`src/soec_pkg.sv`:
```
// soec_pkg: constants and types for the serial output-enable configuration block
// assumes: included before the design module, no other dependencies
package soec_pkg;
	localparam int unsigned SHIFT_LEN            = 11;
	localparam int unsigned PAIRS_PER_BANK       = 5;
	localparam logic [10:0] SHIFT_RESET          = 11'h000;
	localparam logic [10:0] ENABLE_WORD_RESET    = 11'h000;
	localparam logic [3:0]  COUNT_RESET          = 4'h0;
	localparam logic [3:0]  COUNT_FULL           = 4'hB;
	localparam int unsigned BANK_B_LSB           = 0;
	localparam int unsigned BANK_A_LSB           = 5;

	typedef enum logic [2:0] {
		SOEC_SHIFTING  = 3'h1,
		SOEC_COMMITTED = 3'h2,
		SOEC_LOCKED    = 3'h4
	} soec_state_t;

	typedef struct packed {
		logic program_select;
		logic serial_data;
		logic strobe;
	} soec_pins_t;

	typedef struct packed {
		logic [4:0] bank_a;
		logic [4:0] bank_b;
	} soec_pair_enables_t;
endpackage

```
`src/soec_config.sv`:
```
// soec_config: serially loaded output-pair enable logic with bank output gating
// assumes: config pins and bank clocks are asynchronous to clk_in and sampled here
// assumes: strobe stays high and low for at least three clk_in cycles each
//
// Behaviour
// eleven-stage shift register fed from serial input on strobe edges.
// eleven shifts, then one more strobe copies shift register into control register.
// program-select high: strobe shifts serial bit into stage zero, others move on.
// bit zero is bank b pair four; bit nine bank a pair zero; bit ten, the first bit shifted, unused.
// last bit shifted before commit is least significant bit of the word.
// strobe with program-select low resets state machine, shift and control registers.
// only one commit per reset; later loads ignored until next reset.
// controller resets with a low program-select strobe before reloading.
// program-select low: standard mode, all ten pairs enabled.
// program-select high: committed bits decide which pairs are enabled.
// serial input also selects the clock input source.
// committed one enables a pair, zero powers it off; enabled pair follows bank.
`timescale 1ns/1ps
`default_nettype none
module soec_config
	import soec_pkg::*;
(
	input  wire logic       clk_in,
	input  wire logic       rst_in,
	input  wire logic       program_select_in,
	input  wire logic       serial_data_in,
	input  wire logic       config_shift_strobe_in,
	input  wire logic       bank_a_clock_input_in,
	input  wire logic       bank_b_clock_input_in,
	output logic [4:0]      bank_a_output_pairs_out,
	output logic [4:0]      bank_b_output_pairs_out,
	output logic [4:0]      bank_a_output_pairs_n_out,
	output logic [4:0]      bank_b_output_pairs_n_out,
	output logic [4:0]      bank_a_pair_power_out,
	output logic [4:0]      bank_b_pair_power_out,
	output logic            clock_source_select_out,
	output logic [10:0]     output_pair_enable_word_out
);

	// two-stage synchronisers; stage one read only by stage two
	soec_pins_t  pins_s1_q;
	soec_pins_t  pins_s1_d;
	soec_pins_t  pins_s2_q;
	soec_pins_t  pins_s2_d;
	logic [1:0]  bank_s1_q;
	logic [1:0]  bank_s1_d;
	logic [1:0]  bank_s2_q;
	logic [1:0]  bank_s2_d;
	logic        strobe_prev_q;
	logic        strobe_prev_d;

	// strobe edges are found only after both flops, so a metastable stage one never leaks
	always_comb begin
		pins_s1_d.program_select = program_select_in;
		pins_s1_d.serial_data    = serial_data_in;
		pins_s1_d.strobe         = config_shift_strobe_in;
		pins_s2_d                = pins_s1_q;
		bank_s1_d                = {bank_a_clock_input_in, bank_b_clock_input_in};
		bank_s2_d                = bank_s1_q;
		strobe_prev_d            = pins_s2_q.strobe;
	end

	always_ff @(posedge clk_in or posedge rst_in) begin
		if (rst_in) begin
			pins_s1_q     <= '0;
			pins_s2_q     <= '0;
			bank_s1_q     <= 2'h0;
			bank_s2_q     <= 2'h0;
			strobe_prev_q <= 1'b0;
		end else begin
			pins_s1_q     <= pins_s1_d;
			pins_s2_q     <= pins_s2_d;
			bank_s1_q     <= bank_s1_d;
			bank_s2_q     <= bank_s2_d;
			strobe_prev_q <= strobe_prev_d;
		end
	end

	logic strobe_rise;
	assign strobe_rise = pins_s2_q.strobe & ~strobe_prev_q;

	// configuration state
	soec_state_t state_q;
	soec_state_t state_d;
	logic [10:0] shift_q;
	logic [10:0] shift_d;
	logic [10:0] enable_word_q;
	logic [10:0] enable_word_d;
	logic [3:0]  count_q;
	logic [3:0]  count_d;

	// strobe decode: standard-mode strobe clears; programmed strobes shift, then commit once
	logic clear_now;
	logic shift_now;
	logic commit_now;

	always_comb begin
		clear_now  = 1'b0;
		shift_now  = 1'b0;
		commit_now = 1'b0;
		if (strobe_rise) begin
			if (!pins_s2_q.program_select) begin
				clear_now = 1'b1;
			end else if (state_q == SOEC_SHIFTING) begin
				if (count_q == COUNT_FULL) begin
					commit_now = 1'b1;
				end else begin
					shift_now = 1'b1;
				end
			end
		end
	end

	always_comb begin
		state_d       = state_q;
		shift_d       = shift_q;
		enable_word_d = enable_word_q;
		count_d       = count_q;
		if (clear_now) begin
			state_d       = SOEC_SHIFTING;
			shift_d       = SHIFT_RESET;
			enable_word_d = ENABLE_WORD_RESET;
			count_d       = COUNT_RESET;
		end else if (strobe_rise) begin
			case (state_q)
				SOEC_SHIFTING: begin
					if (commit_now) begin
						// twelfth strobe copies the word; the shift register keeps its bits
						enable_word_d = shift_q;
						state_d       = SOEC_COMMITTED;
					end else if (shift_now) begin
						// new bit enters stage zero; last bit in ends as bit 0
						shift_d = {shift_q[9:0], pins_s2_q.serial_data};
						count_d = count_q + 4'h1;
					end
				end
				SOEC_COMMITTED: begin
					state_d = SOEC_LOCKED;
				end
				SOEC_LOCKED: begin
					// further programmed strobes are ignored until a standard-mode strobe
					state_d = SOEC_LOCKED;
				end
				default: begin
					state_d = SOEC_SHIFTING;
				end
			endcase
		end
	end

	always_ff @(posedge clk_in or posedge rst_in) begin
		if (rst_in) begin
			state_q       <= SOEC_SHIFTING;
			shift_q       <= SHIFT_RESET;
			enable_word_q <= ENABLE_WORD_RESET;
			count_q       <= COUNT_RESET;
		end else begin
			state_q       <= state_d;
			shift_q       <= shift_d;
			enable_word_q <= enable_word_d;
			count_q       <= count_d;
		end
	end

	// output gating; standard mode forces every pair on
	soec_pair_enables_t en;
	logic [4:0]         a_src;
	logic [4:0]         b_src;
	logic [4:0]         a_true_d;
	logic [4:0]         b_true_d;
	logic [4:0]         a_comp_d;
	logic [4:0]         b_comp_d;
	logic [4:0]         a_power_d;
	logic [4:0]         b_power_d;
	logic               source_sel_d;
	logic [10:0]        word_out_d;

	always_comb begin
		a_src = {PAIRS_PER_BANK{bank_s2_q[1]}};
		b_src = {PAIRS_PER_BANK{bank_s2_q[0]}};
		if (!pins_s2_q.program_select) begin
			en = '{5'h1F, 5'h1F};
		end else begin
			// word bit zero is bank b pair four, bit nine is bank a pair zero
			for (int k = 0; k < PAIRS_PER_BANK; k++) begin
				en.bank_a[k] = enable_word_q[BANK_A_LSB + PAIRS_PER_BANK - 1 - k];
				en.bank_b[k] = enable_word_q[BANK_B_LSB + PAIRS_PER_BANK - 1 - k];
			end
		end
		// disabled pairs drive both legs low, so the load sees no swing
		a_true_d     = en.bank_a & a_src;
		b_true_d     = en.bank_b & b_src;
		a_comp_d     = en.bank_a & ~a_src;
		b_comp_d     = en.bank_b & ~b_src;
		a_power_d    = en.bank_a;
		b_power_d    = en.bank_b;
		// the serial pin doubles as source select, so it follows the pin in every mode
		source_sel_d = pins_s2_q.serial_data;
		word_out_d   = enable_word_q;
	end

	always_ff @(posedge clk_in or posedge rst_in) begin
		if (rst_in) begin
			bank_a_output_pairs_out     <= 5'h00;
			bank_b_output_pairs_out     <= 5'h00;
			bank_a_output_pairs_n_out   <= 5'h00;
			bank_b_output_pairs_n_out   <= 5'h00;
			bank_a_pair_power_out       <= 5'h00;
			bank_b_pair_power_out       <= 5'h00;
			clock_source_select_out     <= 1'b0;
			output_pair_enable_word_out <= 11'h000;
		end else begin
			bank_a_output_pairs_out     <= a_true_d;
			bank_b_output_pairs_out     <= b_true_d;
			bank_a_output_pairs_n_out   <= a_comp_d;
			bank_b_output_pairs_n_out   <= b_comp_d;
			bank_a_pair_power_out       <= a_power_d;
			bank_b_pair_power_out       <= b_power_d;
			clock_source_select_out     <= source_sel_d;
			output_pair_enable_word_out <= word_out_d;
		end
	end

endmodule
`default_nettype wire

```
`config.mk`:
```
export PLATFORM = sky130hd
export DESIGN_NAME = soec_config
export DESIGN_NICKNAME = d
export VERILOG_FILES = /design/src/soec_pkg.sv /design/src/soec_config.sv
export SDC_FILE = /design/constraint.sdc
export NUM_CORES = 1
export LEC_CHECK = 0
export BUFFER_PORTS_ARGS = -buffer_cell sky130_fd_sc_hd__buf_2
export CAP_MARGIN = 20
export CELL_PAD_IN_SITES_DETAIL_PLACEMENT = 1
export CELL_PAD_IN_SITES_GLOBAL_PLACEMENT = 2
export CORE_MARGIN = 5
export CORE_UTILIZATION = 37
export DETAILED_ROUTE_END_ITERATION = 16
export PLACE_DENSITY_LB_ADDON = 0.1
export SKIP_CTS_REPAIR_TIMING = 1
export SLEW_MARGIN = 25
export SYNTH_ARGS = -nofsm -noshare
export SYNTH_HDL_FRONTEND = slang
export SYNTH_SLANG_ARGS = --single-unit
export TNS_END_PERCENT = 30
```
`constraint.sdc`:
```
create_clock -name clk_in -period 3.56 [get_ports clk_in]
set_input_delay 0.534 -clock clk_in [delete_from_list [all_inputs] [get_ports clk_in]]
set_output_delay 0.534 -clock clk_in [all_outputs]
set_load 0.02 [all_outputs]
```
Yosys cells after proc, flatten, opt, wreduce, memory -nomap -nowiden --
Cells that the tools add are included.
Cells by class: reduce and logical (&&, ||, !) cells 8, equality and inequality tests 6, mux-type cells 29, bitwise logic cells 8, add/subtract/negate cells 1
Operators by type and width (count):
- 11-bit two-way mux | 9
- 5-bit AND | 4
- 4-bit two-way mux | 5
- 1-bit two-way mux | 10
- 10-bit two-way mux | 1
- 5-bit inverter | 2
- 3-bit two-way mux | 3
- 2-bit nonzero test | 4
- 3-bit case mux with 2 select lines | 1
- 4-bit by 1-bit adder with 4-bit output, second input constant | 1
- 4-bit equality test, second input constant | 1
- 4-bit AND reduction | 1
- 3-bit by 1-bit equality test with 1-bit output, second input constant | 1
- 3-bit by 2-bit equality test with 1-bit output, second input constant | 1
- 3-bit equality test, second input constant | 1
- 3-bit inequality test, second input constant | 1
- 3-bit AND reduction | 1
- 2-bit inequality test, second input constant | 1
- 2-bit AND reduction | 1
- 2-bit OR reduction | 1
- 1-bit AND | 1
- 1-bit inverter | 1
Word-level totals: bits in registers 82, word-level logic and storage cells 73

Logic depth before layout (Yosys ltp) --
word-level depth 10, gate-level depth with buffers 6, mapped depth without buffers 4

Worst setup path after synthesis --
OpenSTA, ideal clock, no wires.
kind reg-to-reg, start register count_q[0], end register shift_q[0], path slack 2.029 ns, clock period less this slack 1.531 ns, cell stages (with the launch flop) 6, data required time 3.473 ns, arrival 1.444 ns, cells stage by stage dfrtp_1 -> ha_1 -> and3b_1 -> clkbuf_2 -> or4_1 -> o211ai_1
Between the ends: longest elaborated chain between the ends 7
Ends and longest elaborated chain:
- start, declared | RTL line soec_config.sv:89 | logic [3:0] count_q;
- start signal, assigned | RTL line soec_config.sv:161 | count_q <= count_d;
- 4-bit equality test (*) | RTL line soec_config.sv:105 | if (count_q == COUNT_FULL) begin
- 1-bit two-way mux | RTL line soec_config.sv:105
- 1-bit two-way mux | RTL line soec_config.sv:104 | end else if (state_q == SOEC_SHIFTING) begin
- 1-bit two-way mux | RTL line soec_config.sv:102 | if (!pins_s2_q.program_select) begin
- 1-bit two-way mux | RTL line soec_config.sv:101 | if (strobe_rise) begin
- 2-bit inequality test (no line) / 2-bit nonzero test (equally long branches)
- 4-bit AND reduction (no line) (*)
- end signal, assigned | RTL line soec_config.sv:159 | shift_q <= shift_d;
- end, declared | RTL line soec_config.sv:85 | logic [10:0] shift_q;
Every way passes the cells marked *; elsewhere a longest branch is shown, timed or not. A chain may end at the register's enable or synchronous reset.

Worst setup path after layout --
start register count_q[0], end register shift_q[6]
The elaborated chain is that of the path after synthesis.

==> results by group <==
Floorplan
  – Die Span Y: 99.51 um
  – Effective utilization at floorplan: 38.16%
  – I/O pins: 49
  – Core outline area: 0.007767 mm2
  – Horizontal die dimension: 99.51 um
  – DIE AREA: 0.009901 mm2
  – Cell row count: 32

Global routing
  – All-Layer GR Usage: 13.21%
  – Via count of the first global-routing pass: 1899
  – Initial antenna violation count: 0
  – Largest net degree at the start of global routing: 48
  – Grt total ovfl: 0
  – Wire length of the first global-routing pass: 10.29 mm

Timing
  – Sum of negative setup slack: 0 ns
  – Max Fclk: 472.0 MHz
  – Final count of hold timing violations: 0
  – Max Clock Skew: 0.01018 ns
  – Count of pins over their slew limit: 0
  – Worst Slack Setup Final: 1.441 ns
  – Setup Viol. Count Final: 0
  – RSZ-0062 raised after global routing: false
  – Max-slew headroom at the worst pin: 46.69%
  – Post-layout minimum cycle time: 2.119 ns
  – Transition time at the pin with the least slew margin: 0.7987 ns
  – Part of the cycle the worst path needs: 59.52%

Placement
  – DP Cell Count: 365
  – Area of placed instances: 0.003293 mm2
  – Buffers added on ports: 48
  – Detailed Place HPWL: 4.259 mm
  – Setup slack after placement: 1.520 ns
  – Routability cong.: 0.7518

Route
  – TritonRoute pass-1 iters: 4
  – Total via count in the routed design: 1855
  – Post-detailed-route wirelength per cell: 15.92 um
  – Initial detailed-routing violation count: 63
  – Drt via density: 4.869
  – Wire length reported by the detailed router: 6.065 mm
  – Detailed-route DRC error count: 0
  – Antenna Nets Post-Route: 0

Logic synthesis
  – Fraction of the mapped netlist area in simple logic gates: 16.29%
  – Netlist Area Pre-Place: 0.002964 mm2
  – Compound-cell area share of the yosys netlist: 7.218%
  – Count of unique library cells instantiated by Yosys: 37
  – Adder and majority cell fraction of the synthesized area: 0.4221%
  – Synthesized-area fraction occupied by xor and xnor cells: 0%
  – Post-Synthesis Net Count: 234
  – Combinational family with the most area after synthesis: simple AND/OR/NAND/NOR gates
  – Synthesized instance count: 226
  – Portion of netlist area occupied by mux cells: 4.052%
  – Number of storage elements in the synthesis netlist: 82
  – Register area share after synthesis: 69.27%
  – Count of yosys warnings during synthesis: 0
  – Average footprint of a synthesized cell: 13.12 um2

Power and ir drop
  – Static Leakage: 0.001732 uW
  – Fraction of power consumed by sequential logic: 54.6%
  – Power per cell area: 538.5 mW/mm2
  – Sw Pwr: 487.7 uW
  – Combinational share of power: 8.6%
  – Cell internal pwr: 1399 uW
  – Share of total power consumed by net switching: 25.85%
  – IR Drop Worst-Case VDD: 0.0002659 V
  – Power share of the clock group: 36.8%

CTS
  – Count of H-tree levels built during CTS: 3
  – Number of buffers created by CTS: 9
  – Number of sinks driven by the clock tree: 82
  – Library cell used as clock root buffer: sky130_fd_sc_hd__clkbuf_8
  – Clock transition at the register clock pins on the worst setup and hold paths after CTS: 0.09 ns
  – Clock Latency Late Sink: 0.34 ns
  – Max clock buf depth: 2
  – Clock tree from TritonCTS: done

Finish
  – Design Area, Final: 0.003503 mm2
  – Share of post-route cells with drive strength above 1: 25.45%
  – Count of fill cells added during filler insertion: 839
  – Synthesis-to-finish area growth: 18.19%
  – Final core area utilization: 45.10%
  – # diodes: 0
  – Non-filler cells, final: 381
  – Net count reported at finish: 282

Setup path
  – Worst Setup End Kind: register
  – Data required time of the worst path: 3.81 ns
  – Arrival time of data at the critical path endpoint: 2.37 ns
  – Critical path launch point type: register
  – Maximum fanout count along the critical path: 14
  – Crit path kind: reg2reg

Status
  – Run status: finished, final reports clean

Run
  – Max-capacitance violation count: 0

Min path
  – Classification of the worst-slack hold path: in2reg
## Yosys cell counts
library cell                count  area [um2]
sky130_fd_sc_hd__nor3_1         1       5.000
sky130_fd_sc_hd__buf_1          1       3.750
sky130_fd_sc_hd__clkbuf_2       2       10.01
sky130_fd_sc_hd__nand4bb_4      1       27.53
sky130_fd_sc_hd__or4_1          2       15.01
sky130_fd_sc_hd__and2_1        10       62.56
sky130_fd_sc_hd__ha_1           1       12.51
sky130_fd_sc_hd__clkbuf_1       7       26.28
sky130_fd_sc_hd__buf_2          3       15.01
sky130_fd_sc_hd__a32o_1         1       10.01
sky130_fd_sc_hd__nand3_1        3       15.01
sky130_fd_sc_hd__and3b_1        1       8.760
sky130_fd_sc_hd__a21oi_1       12       60.06
sky130_fd_sc_hd__o22ai_1        1       6.260
sky130_fd_sc_hd__nor2_1         1       3.750
sky130_fd_sc_hd__dfstp_2        1       26.28
sky130_fd_sc_hd__nand2_1       22       82.58
sky130_fd_sc_hd__o211ai_1       1       7.510
sky130_fd_sc_hd__a22o_1         1       8.760
sky130_fd_sc_hd__nand2b_1       9       56.30
sky130_fd_sc_hd__inv_1          5       18.77
sky130_fd_sc_hd__nand3b_1       1       7.510
sky130_fd_sc_hd__o31ai_1       13       97.59
sky130_fd_sc_hd__o311ai_0       2       17.52
sky130_fd_sc_hd__nor4_1         1       6.260
sky130_fd_sc_hd__nor4bb_1       1       10.01
sky130_fd_sc_hd__or3b_1         1       8.760
sky130_fd_sc_hd__dfrtp_1       81        2027
sky130_fd_sc_hd__nor3b_1        1       7.510
sky130_fd_sc_hd__a31oi_1        1       6.260
sky130_fd_sc_hd__mux2i_1       12       120.1
sky130_fd_sc_hd__or2b_1         3       22.52
sky130_fd_sc_hd__buf_4          1       7.510
sky130_fd_sc_hd__nand4_1       10       62.56
sky130_fd_sc_hd__nor2b_1       10       62.56
sky130_fd_sc_hd__and4bb_2       1       12.51
sky130_fd_sc_hd__or3_1          1       6.260
## state kept, by name, summed over array words and instances, names as in the netlist, 2 cells and up
register                     cells
enable_word_q                   11
output_pair_enable_word_out     11
shift_q                         11
bank_a_output_pairs_n_out        5
bank_a_output_pairs_out          5
bank_a_pair_power_out            5
bank_b_output_pairs_n_out        5
bank_b_output_pairs_out          5
bank_b_pair_power_out            5
count_q                          4
pins_s1_q                        3
state_q                          3
bank_s1_q                        2
bank_s2_q                        2
## worst max-delay path, stage by stage (launching register included)
cell                       delay [ns]
sky130_fd_sc_hd__dfrtp_1         0.42
sky130_fd_sc_hd__ha_1            0.24
sky130_fd_sc_hd__nand3b_1        0.46
sky130_fd_sc_hd__nand3_1         0.56
sky130_fd_sc_hd__mux2i_1         0.34
## power groups by stage
| stage | logic, uW | registers [uW] | clock network (uW) |
|---|---|---|---|
| after CTS | 167 | 1030 | 721 |
| after detailed placement | 166 | 1050 | 0 |
| after global routing | 188 | 1040 | 757 |
| after global placement | 164 | 1050 | 0 |
| after floorplan | 98.3 | 1060 | 0 |
| final | 163 | 1030 | 695 |
## cells by family after synthesis
| group | after synthesis |
|---|---|
| adder cells (fa/ha/maj) | 1 |
| AND/OR/NAND/NOR | 80 |
| flip-flops | 82 |
| buffers and inverters | 19 |
| AO/OA/AOI/OAI | 32 |
| multiplexers | 12 |
## per-stage QoR
stage / power, uW / hold slack [ns]
floorplan: 1155 / 0.3312
global placement: 1211 / 0.3314
detailed placement: 1215 / 0.3358
CTS: 1918 / 0.2732
global route: 1983 / 0.2665
finish: 1887 / 0.2904
## cell type report
type	count	area, um2	area share, %
well taps	102	127.6	3.643
clock inverters	6	72.57	2.071
inverters	5	20.02	0.5714
repair buffers	51	262.8	7.500
multi-input cells	125	829.5	23.68
clock buffers	10	137.6	3.929
flip-flops and latches	82	2053	58.61
## metal layers
metal	up-vias	track usage, %	wire, um
met2	41	19.37	2716
met5	-	0	0
met4	0	5.042	79
met3	9	2.945	308
met1	923	19.15	2960
li1	882	-	-
## placed cells by master (no fill, tap or decap), drive strengths merged, types with 2 or more instances in the layout
cell	instances
a21oi	12
mux2i	12
nand4	10
nor2b	10
or2b	3
o31ai	13
nand3	3
dfrtp	81
clkinv	3
or4	2
buf	51
and2	10
nand2	22
inv	6
clkbuf	10
o311ai	2
nand2b	9
## worst paths after layout
| kind | from | endpoint | slack (ns) | cells past startpoint |
|---|---|---|---|---|
| max in group asynchronous | rst_in | bank_a_output_pairs_n_out[3] | 2.49 | 3 |
| max | count_q[0] | shift_q[6] | 1.44 | 4 |
| min | program_select_in | pins_s1_q[2] | 0.29 | 1 |
| min in group asynchronous | rst_in | bank_a_output_pairs_out[1] | 0.31 | 2 |
| min reg2reg | pins_s1_q[1] | source_sel_d | 0.35 | 0 |
| max reg2reg | count_q[0] | shift_q[6] | 1.44 | 4 |
Power figures use the tool's default switching activity.
